===== src/ktm_pkg.sv =====
package ktm_pkg;
    // Clock and time base
    localparam int unsigned CLK_HZ = 125_000_000;
    localparam int unsigned TICK_MS = 80;
    localparam int unsigned TICK_CYCLES = TICK_MS * (CLK_HZ / 1000);
    localparam int unsigned PRE_W = 24;

    // Register bus widths
    localparam int unsigned ADDR_W = 8;
    localparam int unsigned DATA_W = 8;

    // Register offsets
    localparam logic [7:0] TIMER_CONTROL_OFS = 8'h39;
    localparam logic [7:0] MAP1_UPPER_OFS = 8'h3a;
    localparam logic [7:0] SECOND_STATUS_OFS = 8'h0c;

    // Reset values
    localparam logic [7:0] TIMER_CONTROL_RST = 8'h00;
    localparam logic [7:0] MAP1_UPPER_RST = 8'h00;

    // Timer control fields
    localparam int unsigned WAKE_MSB = 7;
    localparam int unsigned WAKE_LSB = 6;
    localparam int unsigned KA_MSB = 4;
    localparam int unsigned KA_LSB = 0;
    localparam logic [4:0] KA_OFF_CODE = 5'h00;
    localparam logic [4:0] KA_MAX_CODE = 5'h14;

    // Second status register field
    localparam int unsigned HB_STATUS_BIT = 4;

    // Pin one upper map fields
    localparam int unsigned MAP_TRIM_BIT = 7;
    localparam int unsigned MAP_CFG_BIT = 6;
    localparam int unsigned MAP_HB_BIT = 4;
    localparam int unsigned MAP_HIGH_BIT = 3;
    localparam int unsigned MAP_LOW_BIT = 2;
    localparam int unsigned MAP_DBL_BIT = 1;
    localparam int unsigned MAP_SGL_BIT = 0;
    localparam logic [7:0] MAP1_WMASK = 8'hdf;

    // Tick counter widths
    localparam int unsigned WAKE_CNT_W = 4;
    localparam int unsigned KA_CNT_W = 21;
endpackage


===== src/ktm_keepalive_timer_int_map.sv =====
// Contract
// - Wake code 00 is 80 ms, 01 160 ms
// - Wake code 10 is 320 ms, 11 640 ms
// - Keep-alive code zero disables timer, no expiry
// - Codes 1 to 11 double from 160 ms
// - Codes 12 to 20 keep doubling to hours
// - Each expiry sets heartbeat status bit four
// - Reading second status clears heartbeat bit
// - Heartbeat status routable to either interrupt pin; only pin one is built here
// - Timer control resets to zero
// - Map bit 7 routes trim load error
// - Map bit 6 routes config error
// - Map bit 4 routes heartbeat expiry
// - Map bit 3 routes aux high event
// - Map bit 2 routes aux low event
// - Map bit 1 routes double knock
// - Map bit 0 routes single knock
// - Pin one upper map resets to zero
`timescale 1ns/10ps
module ktm_keepalive_timer_int_map #(
    parameter int unsigned TICK_CYCLES = ktm_pkg::TICK_CYCLES
) (
    input wire logic ref_clk,
    input wire logic rst_n,
    input wire logic clk_en,
    input wire logic [ktm_pkg::ADDR_W-1:0] reg_addr,
    input wire logic reg_wr,
    input wire logic [ktm_pkg::DATA_W-1:0] reg_wdata,
    input wire logic reg_rd,
    output logic [ktm_pkg::DATA_W-1:0] reg_rdata_ff,
    input wire logic trim_load_error,
    input wire logic config_error,
    input wire logic aux_high,
    input wire logic aux_low,
    input wire logic double_knock,
    input wire logic single_knock,
    output logic wake_sample_ff,
    output logic heartbeat_status_ff,
    output logic irq_pin_one_ff
);
    localparam int unsigned PW = ktm_pkg::PRE_W;
    localparam int unsigned WW = ktm_pkg::WAKE_CNT_W;
    localparam int unsigned KW = ktm_pkg::KA_CNT_W;

    logic [7:0] timer_control_ff;
    logic [7:0] int_pin1_upper_source_map_ff;
    logic [PW-1:0] pre_cnt_ff;
    logic tick_ff;
    logic [1:0] wake_interval_sel;
    logic [4:0] ka_code;
    logic ka_run;
    logic wr_timer;
    logic wr_map;
    logic rd_status;
    logic [WW-1:0] wake_limit;
    logic [KW-1:0] ka_limit;
    logic wake_expire;
    logic ka_expire;
    logic [7:0] irq_sources;
    logic [7:0] nxt_rdata;

    // Prescaler limit must fit its counter, refused at elaboration
    if (TICK_CYCLES < 1 || TICK_CYCLES >= (1 << PW))
    begin : g_bad_tick
        $error("ktm_keepalive_timer_int_map: TICK_CYCLES out of range");
    end

    // Register access decode
    assign wr_timer = reg_wr && (reg_addr == ktm_pkg::TIMER_CONTROL_OFS);
    assign wr_map = reg_wr && (reg_addr == ktm_pkg::MAP1_UPPER_OFS);
    assign rd_status = reg_rd && (reg_addr == ktm_pkg::SECOND_STATUS_OFS);

    // Field views of timer control
    assign wake_interval_sel = timer_control_ff[ktm_pkg::WAKE_MSB:ktm_pkg::WAKE_LSB];
    assign ka_code = timer_control_ff[ktm_pkg::KA_MSB:ktm_pkg::KA_LSB];

    // Undefined codes behave like off rather than a wrapped span
    assign ka_run = (ka_code != ktm_pkg::KA_OFF_CODE)
        && (ka_code <= ktm_pkg::KA_MAX_CODE);

    // Spans in 80 ms ticks: 1, 2, 4 or 8
    assign wake_limit = WW'(1) << wake_interval_sel;

    // Keep-alive span doubles per code, code 1 is two ticks
    assign ka_limit = KW'(1) << ka_code;

    // Timer control, reserved bit 5 kept as written
    always_ff @(posedge ref_clk or negedge rst_n)
    begin
        if (!rst_n)
        begin
            timer_control_ff <= ktm_pkg::TIMER_CONTROL_RST;
        end
        else if (clk_en && wr_timer)
        begin
            timer_control_ff <= reg_wdata;
        end
    end

    // Pin one upper map, reserved bit 5 stays zero
    always_ff @(posedge ref_clk or negedge rst_n)
    begin
        if (!rst_n)
        begin
            int_pin1_upper_source_map_ff <= ktm_pkg::MAP1_UPPER_RST;
        end
        else if (clk_en && wr_map)
        begin
            int_pin1_upper_source_map_ff <= reg_wdata & ktm_pkg::MAP1_WMASK;
        end
    end

    // Shared 80 ms prescaler; one divider serves both timers to save area
    always_ff @(posedge ref_clk or negedge rst_n)
    begin
        if (!rst_n)
        begin
            pre_cnt_ff <= '0;
            tick_ff <= 1'b0;
        end
        else if (clk_en)
        begin
            if (pre_cnt_ff == PW'(TICK_CYCLES - 1))
            begin
                pre_cnt_ff <= '0;
                tick_ff <= 1'b1;
            end
            else
            begin
                pre_cnt_ff <= pre_cnt_ff + PW'(1);
                tick_ff <= 1'b0;
            end
        end
    end

    // Wake-up sample interval
    ktm_span_counter #(
        .CNT_W(WW)
    ) u_wake_cnt (
        .ref_clk(ref_clk),
        .rst_n(rst_n),
        .clk_en(clk_en),
        .tick(tick_ff),
        .run(1'b1),
        .restart(wr_timer),
        .limit(wake_limit),
        .expire_ff(wake_expire)
    );

    // Keep-alive timer, restarted by any timer control write
    ktm_span_counter #(
        .CNT_W(KW)
    ) u_ka_cnt (
        .ref_clk(ref_clk),
        .rst_n(rst_n),
        .clk_en(clk_en),
        .tick(tick_ff),
        .run(ka_run),
        .restart(wr_timer),
        .limit(ka_limit),
        .expire_ff(ka_expire)
    );

    // Wake pulse registered for the outside sampler
    always_ff @(posedge ref_clk or negedge rst_n)
    begin
        if (!rst_n)
        begin
            wake_sample_ff <= 1'b0;
        end
        else if (clk_en)
        begin
            wake_sample_ff <= wake_expire;
        end
    end

    // Sticky heartbeat status; a new expiry beats a clearing read
    always_ff @(posedge ref_clk or negedge rst_n)
    begin
        if (!rst_n)
        begin
            heartbeat_status_ff <= 1'b0;
        end
        else if (clk_en)
        begin
            if (ka_expire)
            begin
                heartbeat_status_ff <= 1'b1;
            end
            else if (rd_status)
            begin
                heartbeat_status_ff <= 1'b0;
            end
        end
    end

    // Read data mux, unmapped addresses read zero
    always_comb
    begin
        nxt_rdata = 8'h00;
        case (reg_addr)
            ktm_pkg::TIMER_CONTROL_OFS: nxt_rdata = timer_control_ff;
            ktm_pkg::MAP1_UPPER_OFS: nxt_rdata = int_pin1_upper_source_map_ff;
            ktm_pkg::SECOND_STATUS_OFS:
                nxt_rdata[ktm_pkg::HB_STATUS_BIT] = heartbeat_status_ff;
            default: nxt_rdata = 8'h00;
        endcase
    end

    // Read data captured on the read strobe, held until the next one
    always_ff @(posedge ref_clk or negedge rst_n)
    begin
        if (!rst_n)
        begin
            reg_rdata_ff <= 8'h00;
        end
        else if (clk_en && reg_rd)
        begin
            reg_rdata_ff <= nxt_rdata;
        end
    end

    // Source vector lined up with map bit positions
    always_comb
    begin
        irq_sources = 8'h00;
        irq_sources[ktm_pkg::MAP_TRIM_BIT] = trim_load_error;
        irq_sources[ktm_pkg::MAP_CFG_BIT] = config_error;
        irq_sources[ktm_pkg::MAP_HB_BIT] = heartbeat_status_ff;
        irq_sources[ktm_pkg::MAP_HIGH_BIT] = aux_high;
        irq_sources[ktm_pkg::MAP_LOW_BIT] = aux_low;
        irq_sources[ktm_pkg::MAP_DBL_BIT] = double_knock;
        irq_sources[ktm_pkg::MAP_SGL_BIT] = single_knock;
    end

    // Pin one level, one cycle behind its sources
    always_ff @(posedge ref_clk or negedge rst_n)
    begin
        if (!rst_n)
        begin
            irq_pin_one_ff <= 1'b0;
        end
        else if (clk_en)
        begin
            irq_pin_one_ff <= |(irq_sources & int_pin1_upper_source_map_ff);
        end
    end

    // Helper: ticks seen since the last wake and keep-alive pulses
    logic [WW:0] wake_seen_ff;
    logic [KW:0] ka_seen_ff;

    always_ff @(posedge ref_clk or negedge rst_n)
    begin
        if (!rst_n)
        begin
            wake_seen_ff <= '0;
            ka_seen_ff <= '0;
        end
        else if (clk_en)
        begin
            if (wr_timer || wake_expire)
            begin
                wake_seen_ff <= '0;
            end
            else if (tick_ff)
            begin
                wake_seen_ff <= wake_seen_ff + (WW+1)'(1);
            end
            if (wr_timer || ka_expire || !ka_run)
            begin
                ka_seen_ff <= '0;
            end
            else if (tick_ff)
            begin
                ka_seen_ff <= ka_seen_ff + (KW+1)'(1);
            end
        end
    end

    a_wake_short_span: assert property (@(posedge ref_clk) disable iff (!rst_n)
        clk_en && wake_expire && wake_interval_sel[1] == 1'b0
        |-> wake_seen_ff == ((WW+1)'(1) << wake_interval_sel))
        else $error("wake pulse spacing wrong for short interval");

    a_wake_long_span: assert property (@(posedge ref_clk) disable iff (!rst_n)
        clk_en && wake_expire && wake_interval_sel[1] == 1'b1
        |-> wake_seen_ff == ((WW+1)'(1) << wake_interval_sel))
        else $error("wake pulse spacing wrong for long interval");

    a_keep_off_quiet: assert property (@(posedge ref_clk) disable iff (!rst_n)
        ka_code == ktm_pkg::KA_OFF_CODE && !$past(wr_timer) |-> !ka_expire)
        else $error("keep-alive expired while off");

    a_keep_span_low: assert property (@(posedge ref_clk) disable iff (!rst_n)
        ka_expire && ka_code <= 5'h0b |-> ka_seen_ff == ((KW+1)'(1) << ka_code))
        else $error("keep-alive span wrong for low code");

    a_keep_span_high: assert property (@(posedge ref_clk) disable iff (!rst_n)
        ka_expire && ka_code > 5'h0b |-> ka_seen_ff == ((KW+1)'(1) << ka_code))
        else $error("keep-alive span wrong for high code");

    a_status_sets: assert property (@(posedge ref_clk) disable iff (!rst_n)
        clk_en && ka_expire |=> heartbeat_status_ff)
        else $error("heartbeat status not set by expiry");

    a_status_read_clear: assert property (@(posedge ref_clk) disable iff (!rst_n)
        clk_en && rd_status && !ka_expire && heartbeat_status_ff
        |=> !heartbeat_status_ff && reg_rdata_ff[ktm_pkg::HB_STATUS_BIT])
        else $error("status read did not return then clear heartbeat");

    a_undef_code_off: assert property (@(posedge ref_clk) disable iff (!rst_n)
        ka_code > ktm_pkg::KA_MAX_CODE && !$past(wr_timer) |-> !ka_expire)
        else $error("keep-alive expired for undefined code");

    a_irq_or_map: assert property (@(posedge ref_clk) disable iff (!rst_n)
        clk_en |=> irq_pin_one_ff == |($past(irq_sources & int_pin1_upper_source_map_ff)))
        else $error("pin one does not follow mapped sources");

    a_map_blocks_hb: assert property (@(posedge ref_clk) disable iff (!rst_n)
        clk_en && int_pin1_upper_source_map_ff == 8'h00 |=> !irq_pin_one_ff)
        else $error("pin one asserted with empty map");

    a_map_reserved_zero: assert property (@(posedge ref_clk) disable iff (!rst_n)
        int_pin1_upper_source_map_ff[5] == 1'b0)
        else $error("reserved map bit became set");

    a_timer_reset_zero: assert property (@(posedge ref_clk)
        $rose(rst_n) |-> timer_control_ff == ktm_pkg::TIMER_CONTROL_RST)
        else $error("timer control not zero after reset");

    a_map_reset_zero: assert property (@(posedge ref_clk)
        $rose(rst_n) |-> int_pin1_upper_source_map_ff == ktm_pkg::MAP1_UPPER_RST)
        else $error("pin one map not zero after reset");

    a_status_sticky: assert property (@(posedge ref_clk) disable iff (!rst_n)
        clk_en && heartbeat_status_ff && !rd_status |=> heartbeat_status_ff)
        else $error("heartbeat status dropped without a read");

    a_hb_routes_pin: assert property (@(posedge ref_clk) disable iff (!rst_n)
        clk_en && heartbeat_status_ff && int_pin1_upper_source_map_ff[ktm_pkg::MAP_HB_BIT]
        |=> irq_pin_one_ff)
        else $error("mapped heartbeat did not reach pin one");

    a_trim_routes_pin: assert property (@(posedge ref_clk) disable iff (!rst_n)
        clk_en && trim_load_error && int_pin1_upper_source_map_ff[ktm_pkg::MAP_TRIM_BIT]
        |=> irq_pin_one_ff)
        else $error("mapped trim error did not reach pin one");
endmodule // ktm_keepalive_timer_int_map


===== src/ktm_span_counter.sv =====
`timescale 1ns/10ps
module ktm_span_counter #(
    parameter int unsigned CNT_W = 4
) (
    input wire logic ref_clk,
    input wire logic rst_n,
    input wire logic clk_en,
    input wire logic tick,
    input wire logic run,
    input wire logic restart,
    input wire logic [CNT_W-1:0] limit,
    output logic expire_ff
);
    logic [CNT_W-1:0] count_ff;

    // Width check at elaboration; a one-bit count cannot hold a span
    if (CNT_W < 2)
    begin : g_bad_width
        $error("ktm_span_counter: CNT_W must be at least 2");
    end

    // Counts base ticks, one pulse when limit ticks have passed
    always_ff @(posedge ref_clk or negedge rst_n)
    begin
        if (!rst_n)
        begin
            count_ff <= '0;
            expire_ff <= 1'b0;
        end
        else if (clk_en)
        begin
            expire_ff <= 1'b0;
            if (!run || restart)
            begin
                count_ff <= '0;
            end
            else if (tick)
            begin
                if (count_ff == (limit - CNT_W'(1)))
                begin
                    count_ff <= '0;
                    expire_ff <= 1'b1;
                end
                else
                begin
                    count_ff <= count_ff + CNT_W'(1);
                end
            end
        end
    end
endmodule // ktm_span_counter


===== config.mk =====
export PLATFORM = sky130hd
export DESIGN_NAME = ktm_keepalive_timer_int_map
export DESIGN_NICKNAME = d
export VERILOG_FILES = /design/src/ktm_pkg.sv /design/src/ktm_keepalive_timer_int_map.sv /design/src/ktm_span_counter.sv
export SDC_FILE = /design/constraint.sdc
export NUM_CORES = 1
export LEC_CHECK = 0
export BUFFER_PORTS_ARGS = -buffer_cell sky130_fd_sc_hd__buf_2
export CAP_MARGIN = 20
export CORE_MARGIN = 2
export CORE_UTILIZATION = 55
export DETAILED_ROUTE_END_ITERATION = 16
export PLACE_DENSITY = 0.79
export SLEW_MARGIN = 20
export SYNTH_ARGS = -nofsm -noshare
export SYNTH_HDL_FRONTEND = slang
export SYNTH_SLANG_ARGS = --single-unit

===== constraint.sdc =====
create_clock -name ref_clk -period 3.7 [get_ports ref_clk]
set_input_delay 0 -clock ref_clk [delete_from_list [all_inputs] [get_ports ref_clk]]
set_output_delay 0 -clock ref_clk [all_outputs]
set_load 0.01 [all_outputs]

Word-level counts from Yosys, hierarchy flattened
Index checks and enable logic that the tools add are counted.
W data, S select, Z words.
- register bits: 78
- bits of input ports: 27
- logic and storage cells: 63
- $add $sub $neg: 5
- magnitude comparators: 1
- eq/ne operators: 6
- shifts and indexed selects: 2
- mux-type cells: 19
- bitwise operators: 1
- reductions and logical operators: 17
- operator list (operator ; number):
    $mux W21 ; 3
    $add A24 B1 Y24 const B ; 1
    $eq A24 B24 Y1 const B ; 1
    $mux W24 ; 1
    $add A21 B1 Y21 const B ; 1
    $eq A21 B21 Y1 ; 1
    $shl A1 B5 Y21 const A ; 1
    $sub A21 B1 Y21 const B ; 1
    $eq A8 B6 Y1 const B ; 2
    $mux W4 ; 3
    $mux W1 ; 9
    $and A8 B8 Y8 ; 1
    $eq A8 B4 Y1 const B ; 1
    $pmux W4 S2 ; 1
    $reduce_or A8 Y1 ; 1
    $logic_and A1 B1 Y1 ; 7
    $pmux W3 S2 ; 1
    $reduce_and A2 Y1 ; 3
    $reduce_bool A2 Y1 ; 3
    $le A5 B5 Y1 const B ; 1
    $reduce_bool A5 Y1 ; 1
    $add A4 B1 Y4 const B ; 1
    $eq A4 B4 Y1 ; 1
    $shl A1 B2 Y4 const A ; 1
    other kinds (4) ; 4

Longest topological paths before layout
Gate-level depths: netlist of the first run.
- depth in word-level cells: 6
- mapped depth: 16

Hierarchy
From an unflattened synthesis of the first run, not the netlist that was laid out.
- cell total of the unflattened synthesis: 536
- area total of the unflattened synthesis: 4909.7 sq um
- modules (own cells, without submodules) (module ; times used ; cells each ; area an instance (sq um) ; sequential area each (sq um)):
    ktm_keepalive_timer_int_map ; 1 ; 260 ; 2596.2 ; 1276.2
    ktm_span_counter at u_ka_cnt ; 1 ; 237 ; 1943.1 ; 550.5
    ktm_span_counter at u_wake_cnt ; 1 ; 39 ; 370.4 ; 125.1

Worst setup path after synthesis of the first run
OpenSTA, ideal clock, no wires.
- kind: flip-flop to flip-flop
- start: register timer_control_ff[4]
- end: register u_ka_cnt.count_ff[1]
- arrival: 3437 ps
- setup slack: 141 ps
- cell stages (with the launch flop): 15
- buffers on the path: 5
- clock period less this slack: 3559 ps
- cell sequence: dfrtp_1 buf_2 buf_2 buf_2 buf_2 nand3b_1 ha_1 or4_1 mux2_4 o31ai_2 o22ai_1 or4_1 or2_1 buf_6 a32o_1
- longest elaborated chain between the ends: 6
- elaborated cells between the ends (all ways): 13
- classes of those cells: add/sub: 1; order compare: 1; eq/ne: 1; shift: 1; mux: 3; reduce/logical: 6
- RTL lines (item ; RTL line ; text):
    start: declaration ; ktm_keepalive_timer_int_map.sv:45 ; logic [7:0] timer_control_ff;
    start signal: assignment ; ktm_keepalive_timer_int_map.sv:92 ; timer_control_ff <= ktm_pkg::TIMER_CONTROL_RST;
    start signal: assignment ; ktm_keepalive_timer_int_map.sv:96 ; timer_control_ff <= reg_wdata;
    $shl A1 B5 Y21 (tied with other cells) ; ktm_keepalive_timer_int_map.sv:85 ; assign ka_limit = KW'(1) << ka_code;
    $sub A21 B1 Y21 or $logic_and A1 B1 Y1 (tied branches) ; ktm_span_counter.sv:39, ktm_keepalive_timer_int_map.sv:79 ;
    $eq A21 B21 Y1 or $logic_not A1 Y1 (tied branches) ; ktm_span_counter.sv:39, ktm_span_counter.sv:33 ;
    $mux W21 or $logic_or A1 B1 Y1 (tied branches) ; ktm_span_counter.sv:39, ktm_span_counter.sv:33 ;
    $mux W21 or $reduce_bool A2 Y1 (tied branches) ; - ;
    $mux W21 or $reduce_and A2 Y1 (tied branches) ; - ;
    end signal: assignment ; ktm_span_counter.sv:46 ; count_ff <= count_ff + CNT_W'(1);
    end: declaration ; ktm_span_counter.sv:14 ; logic [CNT_W-1:0] count_ff;
Several ways; a longest one is shown, not always the timed one. The select of a mux whose other input is x is not followed.
A chain may end at the register's enable or synchronous reset.

Final worst setup path of the first run
- start: register timer_control_ff[2]
- end: register u_ka_cnt.count_ff[1]
Same word-level chain as after synthesis.

==> results of run 1 <==
logic make-up (layout without fill, tap and decap cells):
family | count (synthesis) | count (layout) | synth area share [%]
buffers and inverters | 50 | 92 | 4.40
AO/OA/AOI/OAI | 111 | 111 | 16.9
XOR/XNOR | 32 | 32 | 6.40
AND/OR/NAND/NOR | 246 | 246 | 25.9
multiplexers | 20 | 20 | 4.71
flip-flops | 78 | 78 | 40.6
adder cells (fa/ha/maj) | 4 | 4 | 1.04
sequential cells by signal (all words and copies together), names as in the netlist:
signal / flops
irq_pin_one_ff: 1
u_ka_cnt.count_ff: 21
heartbeat_status_ff: 1
pre_cnt_ff: 24
timer_control_ff: 8
tick_ff: 1
reg_rdata_ff: 8
u_wake_cnt.count_ff: 4
wake_sample_ff: 1
int_pin1_upper_source_map_ff: 7
u_ka_cnt.expire_ff: 1
u_wake_cnt.expire_ff: 1
repair_timing:
item	CTS	global route
setup endpoints to repair	0	7
endpoints found under the hold margin	93	0
hold buffers	9	0
resized for setup	0	1
cells in the final DEF (no fill, tap or decap), types with 4 or more instances in the layout:
| master | synthesis | final |
|---|---|---|
| dfrtp_1 | 78 | 78 |
| nand2_1 | 68 | 68 |
| nor2_1 | 54 | 54 |
| buf_2 | 7 | 36 |
| nand3_1 | 27 | 27 |
| o211ai_1 | 24 | 24 |
| o21ai_0 | 19 | 18 |
| mux2_2 | 17 | 17 |
| nor3_1 | 16 | 16 |
| xnor2_1 | 16 | 16 |
| inv_1 | 15 | 15 |
| and3_1 | 15 | 15 |
| buf_4 | 2 | 15 |
| xor2_1 | 14 | 14 |
| nand4_1 | 10 | 10 |
| a21oi_1 | 9 | 9 |
| clkbuf_8 | 0 | 9 |
| dlygate4sd3_1 | 0 | 9 |
| nor4b_1 | 8 | 8 |
| and4_1 | 7 | 7 |
| a221oi_1 | 7 | 7 |
| or4_1 | 6 | 6 |
| nor4_1 | 6 | 6 |
| nand2b_1 | 5 | 5 |
| a31oi_1 | 5 | 5 |
| and2_1 | 5 | 5 |
| or2_2 | 4 | 4 |
| o21a_1 | 4 | 4 |
| o2111ai_1 | 4 | 4 |
| a32o_1 | 4 | 4 |
| ha_1 | 4 | 4 |
worst max path at each step:
stage	start	endpoint	slack, ns	cells after the start
3_3_place_gp	timer_control_ff[2]	u_ka_cnt.count_ff[2]	0.35	10
3_5_place_dp	timer_control_ff[2]	u_ka_cnt.count_ff[15]	0.26	10
4_1_cts	timer_control_ff[2]	u_ka_cnt.count_ff[5]	0.25	10
5_1_grt	timer_control_ff[2]	u_ka_cnt.count_ff[2]	-0.01	11
6_report	timer_control_ff[2]	u_ka_cnt.count_ff[1]	0.22	10
2_1_floorplan	timer_control_ff[4]	u_ka_cnt.count_ff[1]	0.14	14
routing by layer:
metal  track usage (%)  wire [µm]
met1              34.7       5190
met2              40.3       5550
met5                 0          0
met3              4.82        788
met4              7.59        150
where the power goes:
part / internal [mW] / switching, mW
Sequential: 0.893 / 0.0409
Combinational: 0.138 / 0.214
Clock: 0.259 / 0.363
Total: 1.29 / 0.618
metrics by stage:
step                      power, mW  std cells  area (µm²)
after global routing           2.00        691        5380
after detailed placement       1.28        666        5090
final                          1.91        691        5380
after floorplan                1.17        541        4810
after CTS                      1.90        691        5370
after global placement         1.27        666        5090
synthesized netlist by cell type, types with 4 or more instances:
master,count
nand4_1,10
nor4b_1,8
ha_1,4
nand3_1,27
or4_1,6
mux2_2,17
o2111ai_1,4
buf_2,7
a32o_1,4
xor2_1,14
a31oi_1,5
and3_1,15
clkbuf_1,24
a221oi_1,7
and2_1,5
xnor2_1,16
inv_1,15
o21ai_0,19
nor3_1,16
nor4_1,6
a21oi_1,9
nand2_1,68
and4_1,7
o211ai_1,24
nor2_1,54
dfrtp_1,78
o21a_1,4
or2_2,4
nand2b_1,5
area by class of cell:
class                      instances  area (µm²)
clock buffer                       9         124
sequential                        78        1950
timing repair buffer              61         394
fill                             727        3220
clock inverter                     7        63.8
inverter                          15        56.3
tap                              108         135
multi-input combinational        413        2650
tightest hold or removal path: stages:
cell and delay [ns]:
buf_2 0.08, a22oi_1 0.05, a41oi_1 0.19
==> impl_metrics.csv, run 1 <==
group,metric,value,unit
outcome,status,"completed",
synth,syn_area,0.00481,mm²
synth,synth_fp_nets,572,
timing,slew_headroom,36.0,%
detailed_routing,wl_per_cell,16.9,µm
timing,tightest_slew,0.956,ns
critical_path,crit_family,"simple AND/OR/NAND/NOR gates",
floorplanning,core,0.00859,mm²
detailed_routing,vias_per_cell,6.30,
critical_path,path_class,"flip-flop to flip-flop",
critical_path,worst_ep_arrival_time,3.71,ns
detailed_routing,drtPass1Iterations,5,
hold_path,min-delay-path-class,"input port to flip-flop",
synth,synth_top_area_cell,"dfrtp_1",
timing,slew_violations,0,
critical_path,reg2reg_to,"u_ka_cnt.count_ff[1]",
critical_path,worstReg2RegStart,"timer_control_ff[2]",
global_routing,antenna_found_initial,0,
pwr,leakage,2.42,nW
synth,synth-async-reset-ratio,100,%
place,gp_congestion,0.975,
global_routing,grt_overflow,0,
hold_path,holdPathStages,3,
global_routing,grtUsageTotal,25.1,%
synth,ys_warn_count,0,
global_routing,grt_max_degree,79,
cells_and_area,layout.nets,609,
critical_path,setup.worst_path.end_class,"flip-flop",
pwr,vdd_drop_max,240,µV
timing,setup_viol,0,
detailed_routing,postRouteAntennaNets,0,
place,pre_cts_ws,0.263,ns
clock_network,cts_buffers,9,
critical_path,worstPathRequired,3.94,ns
hold_path,hold_end,"irq_pin_one_ff",
global_routing,grt_pass1_wl,19800,µm
synth,synth_edf_count,0,
critical_path,crit_slowest_cell,"or4_1",
synth,ys_types,67,
critical_path,crit_buf_inv,0,
synth,synth_seq_cells,78,
pwr,power.density,355,mW/mm²
timing,hold_viol,0,
place,dp_hpwl,7920,µm
timing,fin_ws,0.221,ns
critical_path,crit_path_cell_trace,"nor3_1 -> nand2_1 -> ha_1 -> or4_1 -> mux2_4 -> o31ai_2 -> o22ai_1 -> or4_1 -> or2_1 -> a32o_1",
clock_network,clockBufferDepth,2,
clock_network,path_clk_slew,0.09,ns
floorplanning,die_w,97.5,µm
clock_network,htreeDepth,3,
hold_path,hp-start,"aux_high",
global_routing,grt_pass1_vias,4086,
clock_network,clock_sinks,78,
detailed_routing,drt-initial-drc-count,296,
critical_path,worstSetupStartpointType,"flip-flop",
cells_and_area,drive_gt1_share,16.3,%
synth,syn_inst,541,
clock_network,clk_latency,0.35,ns
floorplanning,fp.dieArea,0.00950,mm²
synth,syn_avg_cell_area,8.89,µm²
critical_path,reg2reg_depth,10,
cells_and_area,fin_util,62.6,%
timing,finalSetupTns,0,ns
place,port_buffers,37,
timing,finalCritPeriodShare,94.0,%
cells_and_area,area_growth,11.8,%
clock_network,cts-root-buf,"clkbuf_8",
timing,fmax,0.287,GHz
detailed_routing,drc,0,
clock_network,cts_setup_buffers,0,
cells_and_area,n_antenna_cell,0,
floorplanning,ioPinCount,38,
timing,final.min_clock_period,3.48,ns
floorplanning,start_util,55.9,%
synth,yosys-top-cells-area,"dfrtp_1 41%, nand2_1 5.3%, nor2_1 4.2%",
detailed_routing,drt_wl_total,11700,µm
flow_run,cap_violations,0,
critical_path,cpPeakStageDelay,0.63,ns
synth,synth_ff_type,"dfrtp_1",
synth,synth_top_area_share,40.6,%
detailed_routing,vias,4356,
synth,synth.yosys.seq_area_share,40.6,%
floorplanning,die_y,97.5,µm
clock_network,cts_tree,"yes",
timing,clock-skew-final,0.0110,ns
critical_path,r2r_slack,0.22,ns
critical_path,cp_max_fo,6,
floorplanning,row_count,34,
critical_path,critPathMostFrequentCell,"or4_1",
timing,holdWs,0.0225,ns
(Power assumes the default switching activity.)
==> run 2, diff against run 1 <==
--- a/config.mk
+++ b/config.mk
@@ -14,4 +14,5 @@
 export SLEW_MARGIN = 20
 export SYNTH_ARGS = -nofsm -noshare
 export SYNTH_HDL_FRONTEND = slang
+export SYNTH_HIERARCHICAL = 1
 export SYNTH_SLANG_ARGS = --single-unit
==> run 2 against run 1 <==
  * Clock power rose by 25%
  * Die area grew 2.0%
  * Largest cell class unchanged
  * Critical path depth increased by 1
  * Sequential power increased by 3.0%
  * Via count shrank 1.8%
  * Sequential share of layout area decreased by 1.9 points
==> impl_metrics.csv, run 2 <==
group,metric,value,unit
clock_network,clk_latency,0.34,ns
cells_and_area,area_growth,15.6,%
clock_network,path_clk_slew,0.08,ns
place,gp_congestion,0.874,
cells_and_area,final_cell_mix,"78 x dfrtp_1, 47 x nand2_1, 47 x nor2_1",
synth,synth_edf_count,0,
critical_path,path_class,"flip-flop to flip-flop",
timing,rsz0062_at_grt,"false",
synth,synth_seq_cells,78,
pwr,power,2.07,mW
timing,slew_violations,0,
critical_path,cpPeakStageDelay,0.68,ns
floorplanning,die_w,98.5,µm
synth,yosys-top-cells-area,"dfrtp_1 40%, xnor2_1 6.6%, mux2_2 3.9%",
hold_path,hold_end,"irq_pin_one_ff",
critical_path,worstSetupStartpointType,"flip-flop",
pwr,combPwrFrac,16.0,%
critical_path,reg2reg_to,"u_ka_cnt/count_ff[9]",
synth,synth_top_area_cell,"dfrtp_1",
timing,setup_viol,0,
floorplanning,start_util,56.6,%
synth,synth_top_area_share,39.8,%
clock_network,clock_sinks,78,
detailed_routing,drt_wl_total,11100,µm
hold_path,min-delay-path-class,"input port to flip-flop",
timing,clock-skew-final,0.00864,ns
floorplanning,ioPinCount,38,
synth,ys_warn_count,6,
global_routing,grt_overflow,0,
global_routing,grt_pass1_wl,19000,µm
synth,synth_ff_type,"dfrtp_1",
hold_path,holdPathStages,3,
critical_path,worstReg2RegStart,"timer_control_ff[3]",
pwr,leakage,2.53,nW
synth,ys_types,69,
timing,fmax,0.283,GHz
floorplanning,die_y,98.5,µm
global_routing,antenna_found_initial,0,
pwr,swShare,26.2,%
outcome,status,"completed",
critical_path,crit_path_cell_trace,"or3_1 -> nor2_1 -> inv_1 -> ha_1 -> or3b_1 -> nor3_1 -> or4b_2 -> a311oi_4 -> a21oi_4 -> and3_1 -> a221o_1",
detailed_routing,drt-initial-drc-count,201,
pwr,power.density,364,mW/mm²
cells_and_area,reg_top3,"pre_cnt_ff x24, u_ka_cnt/count_ff x21",
critical_path,crit_slowest_cell,"or4b_2",
timing,finalCritPeriodShare,95.4,%
place,dp_hpwl,7950,µm
timing,hold_viol,0,
critical_path,r2r_slack,0.17,ns
cells_and_area,regMostFlops,"pre_cnt_ff",
place,port_buffers,37,
clock_network,htreeDepth,3,
critical_path,reg2reg_depth,11,
cells_and_area,layout.nets,629,
synth,synth-async-reset-ratio,100,%
synth,syn_area,0.00491,mm²
critical_path,setup.worst_path.end_class,"flip-flop",
cells_and_area,largest_reg_flops,24,
cells_and_area,final_common_cell,"dfrtp_1",
timing,finalSetupTns,0,ns
place,pre_cts_ws,0.0176,ns
floorplanning,core,0.00868,mm²
detailed_routing,vias_per_cell,6.03,
synth,synthTopCellsByCount,"78 x dfrtp_1, 47 x nand2_1, 47 x nor2_1, 37 x xnor2_1, 26 x nand3_1",
pwr,vdd_drop_max,173,µV
global_routing,grt_max_degree,79,
pwr,seqPwrFrac,46.5,%
timing,slew_headroom,34.7,%
critical_path,startpoint,"timer_control_ff[3]",
hold_path,hp-start,"double_knock",
timing,fin_ws,0.169,ns
critical_path,worstPathRequired,3.93,ns
place,post-place-cells,681,
detailed_routing,postRouteAntennaNets,0,
clock_network,cts_setup_buffers,0,
clock_network,cts_tree,"yes",
synth,syn_inst,536,
flow_run,cap_violations,0,
synth,syn_avg_cell_area,9.16,µm²
detailed_routing,drtPass1Iterations,5,
detailed_routing,wl_per_cell,15.7,µm
cells_and_area,layout.cells.non_filler,710,
synth,synth.yosys.seq_area_share,39.8,%
clock_network,cts_buffers,9,
critical_path,worst_ep_arrival_time,3.76,ns
clock_network,cts-root-buf,"clkbuf_8",
floorplanning,fp.dieArea,0.00970,mm²
global_routing,grt_pass1_vias,4104,
synth,yosysMostFrequentCell,"dfrtp_1",
pwr,power_frac_clock,37.5,%
cells_and_area,n_antenna_cell,0,
cells_and_area,drive_gt1_share,18.3,%
floorplanning,row_count,34,
pwr,switchingPower,541,µW
timing,tightest_slew,0.979,ns
detailed_routing,drc,0,
clock_network,clockBufferDepth,2,
critical_path,cp_max_fo,22,
detailed_routing,vias,4279,
timing,final.min_clock_period,3.53,ns
pwr,intPower,1.53,mW
global_routing,grtUsageTotal,23.7,%
-- run 2: area by class of cell --
cell class              instances  area (µm²)
clock inverters                 5         106
inverters                      19        71.3
multi-input cells             423        2830
repair buffers                 66         438
clock buffers                  11         141
well taps                     108         135
fillers                       699        3000
flip-flops and latches         78        1950
-- run 2: per-layer routing --
metal / share of wire [%] / GRT usage [%]
met5: 0 / 0
met4: 1.8 / 9.06
met3: 3.8 / 3.76
met2: 49 / 39.2
met1: 46 / 31.6
-- run 2: logic make-up after synthesis --
family | count (synthesis) | synth area share, %
compound gates | 96 | 13.7
simple gates | 253 | 29.1
buf+inv | 36 | 3.31
flops | 78 | 39.8
xor+xnor | 49 | 8.74
other cells | 1 | 0.0764
fa+ha+maj | 5 | 1.27
mux | 18 | 4.10
-- run 2: worst max path at each step --
| stage | depth (start not counted) | to | slack (ns) |
|---|---|---|---|
| final | 11 | u_ka_cnt/count_ff[9] | 0.17 |
| after global placement | 11 | u_ka_cnt/count_ff[19] | 0.17 |
| after floorplan | 12 | u_ka_cnt/count_ff[15] | 0.08 |
| after detailed placement | 11 | u_ka_cnt/count_ff[17] | 0.02 |
| after global routing | 11 | u_ka_cnt/count_ff[17] | 0.003 |
| after CTS | 11 | u_ka_cnt/count_ff[17] | 0.03 |
-- run 2: power by group through the flow --
stage | Clock [mW] | Combinational, mW | Sequential [mW]
6_report | 0.776 | 0.330 | 0.962
3_3_place_gp | 0 | 0.298 | 0.975
2_1_floorplan | 0 | 0.221 | 0.965
3_5_place_dp | 0 | 0.309 | 0.977
5_1_grt | 0.825 | 0.369 | 0.971
4_1_cts | 0.795 | 0.321 | 0.961
-- run 2: stage by stage --
stage               cell area (µm²)  utilization (%)  hold slack [ns]
global route                   5680             65.4           0.0382
global placement               5270             60.7            0.207
finish                         5680             65.4           0.0201
CTS                            5640             65.0          0.00775
floorplan                      4910                -           -0.296
detailed placement             5270             60.7            0.221
-- run 2: critical path: cells and delay by family, from the launching register on --
family	cells	cell delay, ns
and+or+nand+nor	6	1.90
buffers and inverters	1	0.07
DFF	1	0.39
AOI/OAI and AO/OA	3	0.81
adders and majority gates	1	0.24
-- run 2: repair_timing --
action                     CTS  global route
gates resized for setup      0             5
hold endpoints to repair    96             0
setup endpoints to repair    0            20
hold buffers                13             0
==> run 3, diff against run 2 <==
--- a/config.mk
+++ b/config.mk
@@ -10,6 +10,7 @@
 export CORE_MARGIN = 2
 export CORE_UTILIZATION = 55
 export DETAILED_ROUTE_END_ITERATION = 16
+export GPL_TIMING_DRIVEN = 0
 export PLACE_DENSITY = 0.79
 export SLEW_MARGIN = 20
 export SYNTH_ARGS = -nofsm -noshare
==> run 3 against run 2 <==
  * Die area unchanged
  * Non-clock buffer count grew 5
  * Flip-flop and latch count unchanged
  * Sequential share of layout area decreased by 0.062 points
  * Worst hold slack lost 0.0081 ns
  * Count of clock-buffer cells in the layout up 1
  * Clock power down 16%
  * Critical endpoint is now u_ka_cnt/count_ff[14]
  * Utilization grew 0.25 points
  * Setup slack lost 0.036 ns
==> impl_metrics.csv, run 3 (synthesized netlist as in run 2, its figures left out) <==
group,metric,value,unit
timing,slew_violations,0,
critical_path,crit_path_cell_trace,"clkbuf_2 -> or2_2 -> nor2_1 -> or4_4 -> or3_1 -> a2111o_1 -> a22oi_1 -> o2111a_2 -> a21oi_4 -> buf_6 -> and3_1 -> a221o_1",
timing,fin_ws,0.133,ns
pwr,intPower,1.41,mW
timing,hold_viol,0,
detailed_routing,drtPass1Iterations,5,
clock_network,clk_latency,0.35,ns
critical_path,worstPathRequired,3.93,ns
floorplanning,row_count,34,
clock_network,path_clk_slew,0.08,ns
cells_and_area,drive_gt1_share,19.1,%
detailed_routing,postRouteAntennaNets,0,
pwr,power,1.96,mW
timing,clock-skew-final,0.0111,ns
global_routing,antenna_found_initial,0,
pwr,swShare,27.9,%
clock_network,cts_tree,"yes",
critical_path,worst_ep_arrival_time,3.79,ns
clock_network,htreeDepth,3,
outcome,status,"completed",
floorplanning,fp.dieArea,0.00970,mm²
pwr,leakage,2.52,nW
cells_and_area,regMostFlops,"pre_cnt_ff",
critical_path,path_class,"flip-flop to flip-flop",
timing,slew_headroom,39.7,%
place,gp_congestion,0.852,
pwr,combPwrFrac,17.5,%
cells_and_area,area_growth,16.1,%
timing,tightest_slew,0.897,ns
clock_network,clock_sinks,78,
place,port_buffers,37,
detailed_routing,drt-initial-drc-count,228,
cells_and_area,final_cell_mix,"75 x dfrtp_1, 47 x nand2_1, 46 x nor2_1",
timing,finalSetupTns,0,ns
flow_run,cap_violations,0,
critical_path,worstSetupStartpointType,"flip-flop",
pwr,power_frac_clock,33.1,%
floorplanning,die_w,98.5,µm
critical_path,cp_max_fo,10,
hold_path,min-delay-path-class,"input port to flip-flop",
pwr,power.density,343,mW/mm²
cells_and_area,fillers,659,
floorplanning,start_util,56.6,%
place,pre_cts_ws,-0.626,ns
detailed_routing,vias,4313,
detailed_routing,drc,0,
pwr,vdd_drop_max,182,µV
clock_network,cts_buffers,9,
clock_network,clockBufferDepth,2,
floorplanning,ioPinCount,38,
detailed_routing,vias_per_cell,6.04,
cells_and_area,design_area,0.00570,mm²
global_routing,grt_pass1_wl,18800,µm
critical_path,cpPeakStageDelay,0.54,ns
global_routing,grt_max_degree,55,
clock_network,cts-root-buf,"clkbuf_8",
detailed_routing,drt_wl_total,11200,µm
timing,fmax,0.280,GHz
place,placed_area,0.00526,mm²
pwr,seqPwrFrac,49.3,%
cells_and_area,reg_top3,"pre_cnt_ff x24, u_ka_cnt/count_ff x21",
global_routing,grtUsageTotal,23.8,%
cells_and_area,largest_reg_flops,24,
cells_and_area,fin_util,65.7,%
detailed_routing,wl_per_cell,15.7,µm
pwr,switchingPower,547,µW
place,dp_hpwl,7980,µm
cells_and_area,layout.nets,634,
cells_and_area,final_common_cell,"dfrtp_1",
floorplanning,core,0.00868,mm²
floorplanning,die_y,98.5,µm
global_routing,grt_pass1_vias,4104,
critical_path,setup.worst_path.end_class,"flip-flop",
timing,finalCritPeriodShare,96.4,%
global_routing,grt_overflow,0,
cells_and_area,n_antenna_cell,0,
cells_and_area,layout.cells.non_filler,714,
place,post-place-cells,683,
critical_path,crit_slowest_cell,"or4_4",
timing,holdWs,0.0120,ns
timing,final.min_clock_period,3.57,ns
timing,setup_viol,0,
[run 3: power groups by stage]
| stage | logic [mW] | registers, mW | clock network, mW |
|---|---|---|---|
| floorplan | 0.221 | 0.965 | 0 |
| global placement | 0.294 | 0.975 | 0 |
| detailed placement | 0.312 | 0.977 | 0 |
| global route | 0.377 | 0.974 | 0.696 |
| finish | 0.343 | 0.966 | 0.648 |
| CTS | 0.334 | 0.963 | 0.660 |
[run 3: cell type report]
type / instances / area, µm² / area share, %
Buffer: 17 / 100 / 1.76
Clock buffer: 12 / 155 / 2.72
Clock inverter: 3 / 43.8 / 0.768
Inverter: 19 / 71.3 / 1.25
Multi-Input combinational cell: 423 / 2870 / 50.4
Sequential cell: 78 / 1960 / 34.3
Tap cell: 108 / 135 / 2.37
Timing Repair Buffer: 54 / 365 / 6.41
[run 3: routing by layer]
layer	GRT usage, %	share of wire [%]	vias to the layer above	wire [µm]
met1	30.2	44	2074	4930
met2	40.0	49	131	5510
met5	0	0	-	0
met3	4.33	4.7	27	524
met4	10.1	2.4	0	267
li1	-	-	2081	-
[run 3: critical path, delay by kind of cell, from the launching register on]
kind | cells | cell delay, ns
and+or+nand+nor | 5 | 1.36
AOI/OAI and AO/OA | 5 | 1.27
DFF | 1 | 0.40
buffers and inverters | 2 | 0.40
[run 3: worst paths after layout]
| check | from | end | slack [ns] | depth (start not counted) |
|---|---|---|---|---|
| setup / recovery | timer_control_ff[1] | u_ka_cnt/count_ff[14] | 0.13 | 12 |
| setup reg to reg | timer_control_ff[1] | u_ka_cnt/count_ff[14] | 0.13 | 12 |
| max in group asynchronous | rst_n | timer_control_ff[4] | 3.02 | 3 |
| hold reg to reg | reg_rdata_ff[7] | reg_rdata_ff[7] | 0.48 | 2 |
| hold / removal | config_error | irq_pin_one_ff | 0.01 | 3 |
| min in group asynchronous | rst_n | reg_rdata_ff[5] | 0.10 | 2 |
[run 3: repair_timing]
action | CTS | global route
endpoints found under the setup margin | 22 | 20
setup buffers | 1 | 3
endpoints found under the hold margin | 94 | 0
gates resized for setup | 9 | 16
pin swaps | 1 | 2
hold buffers | 12 | 0
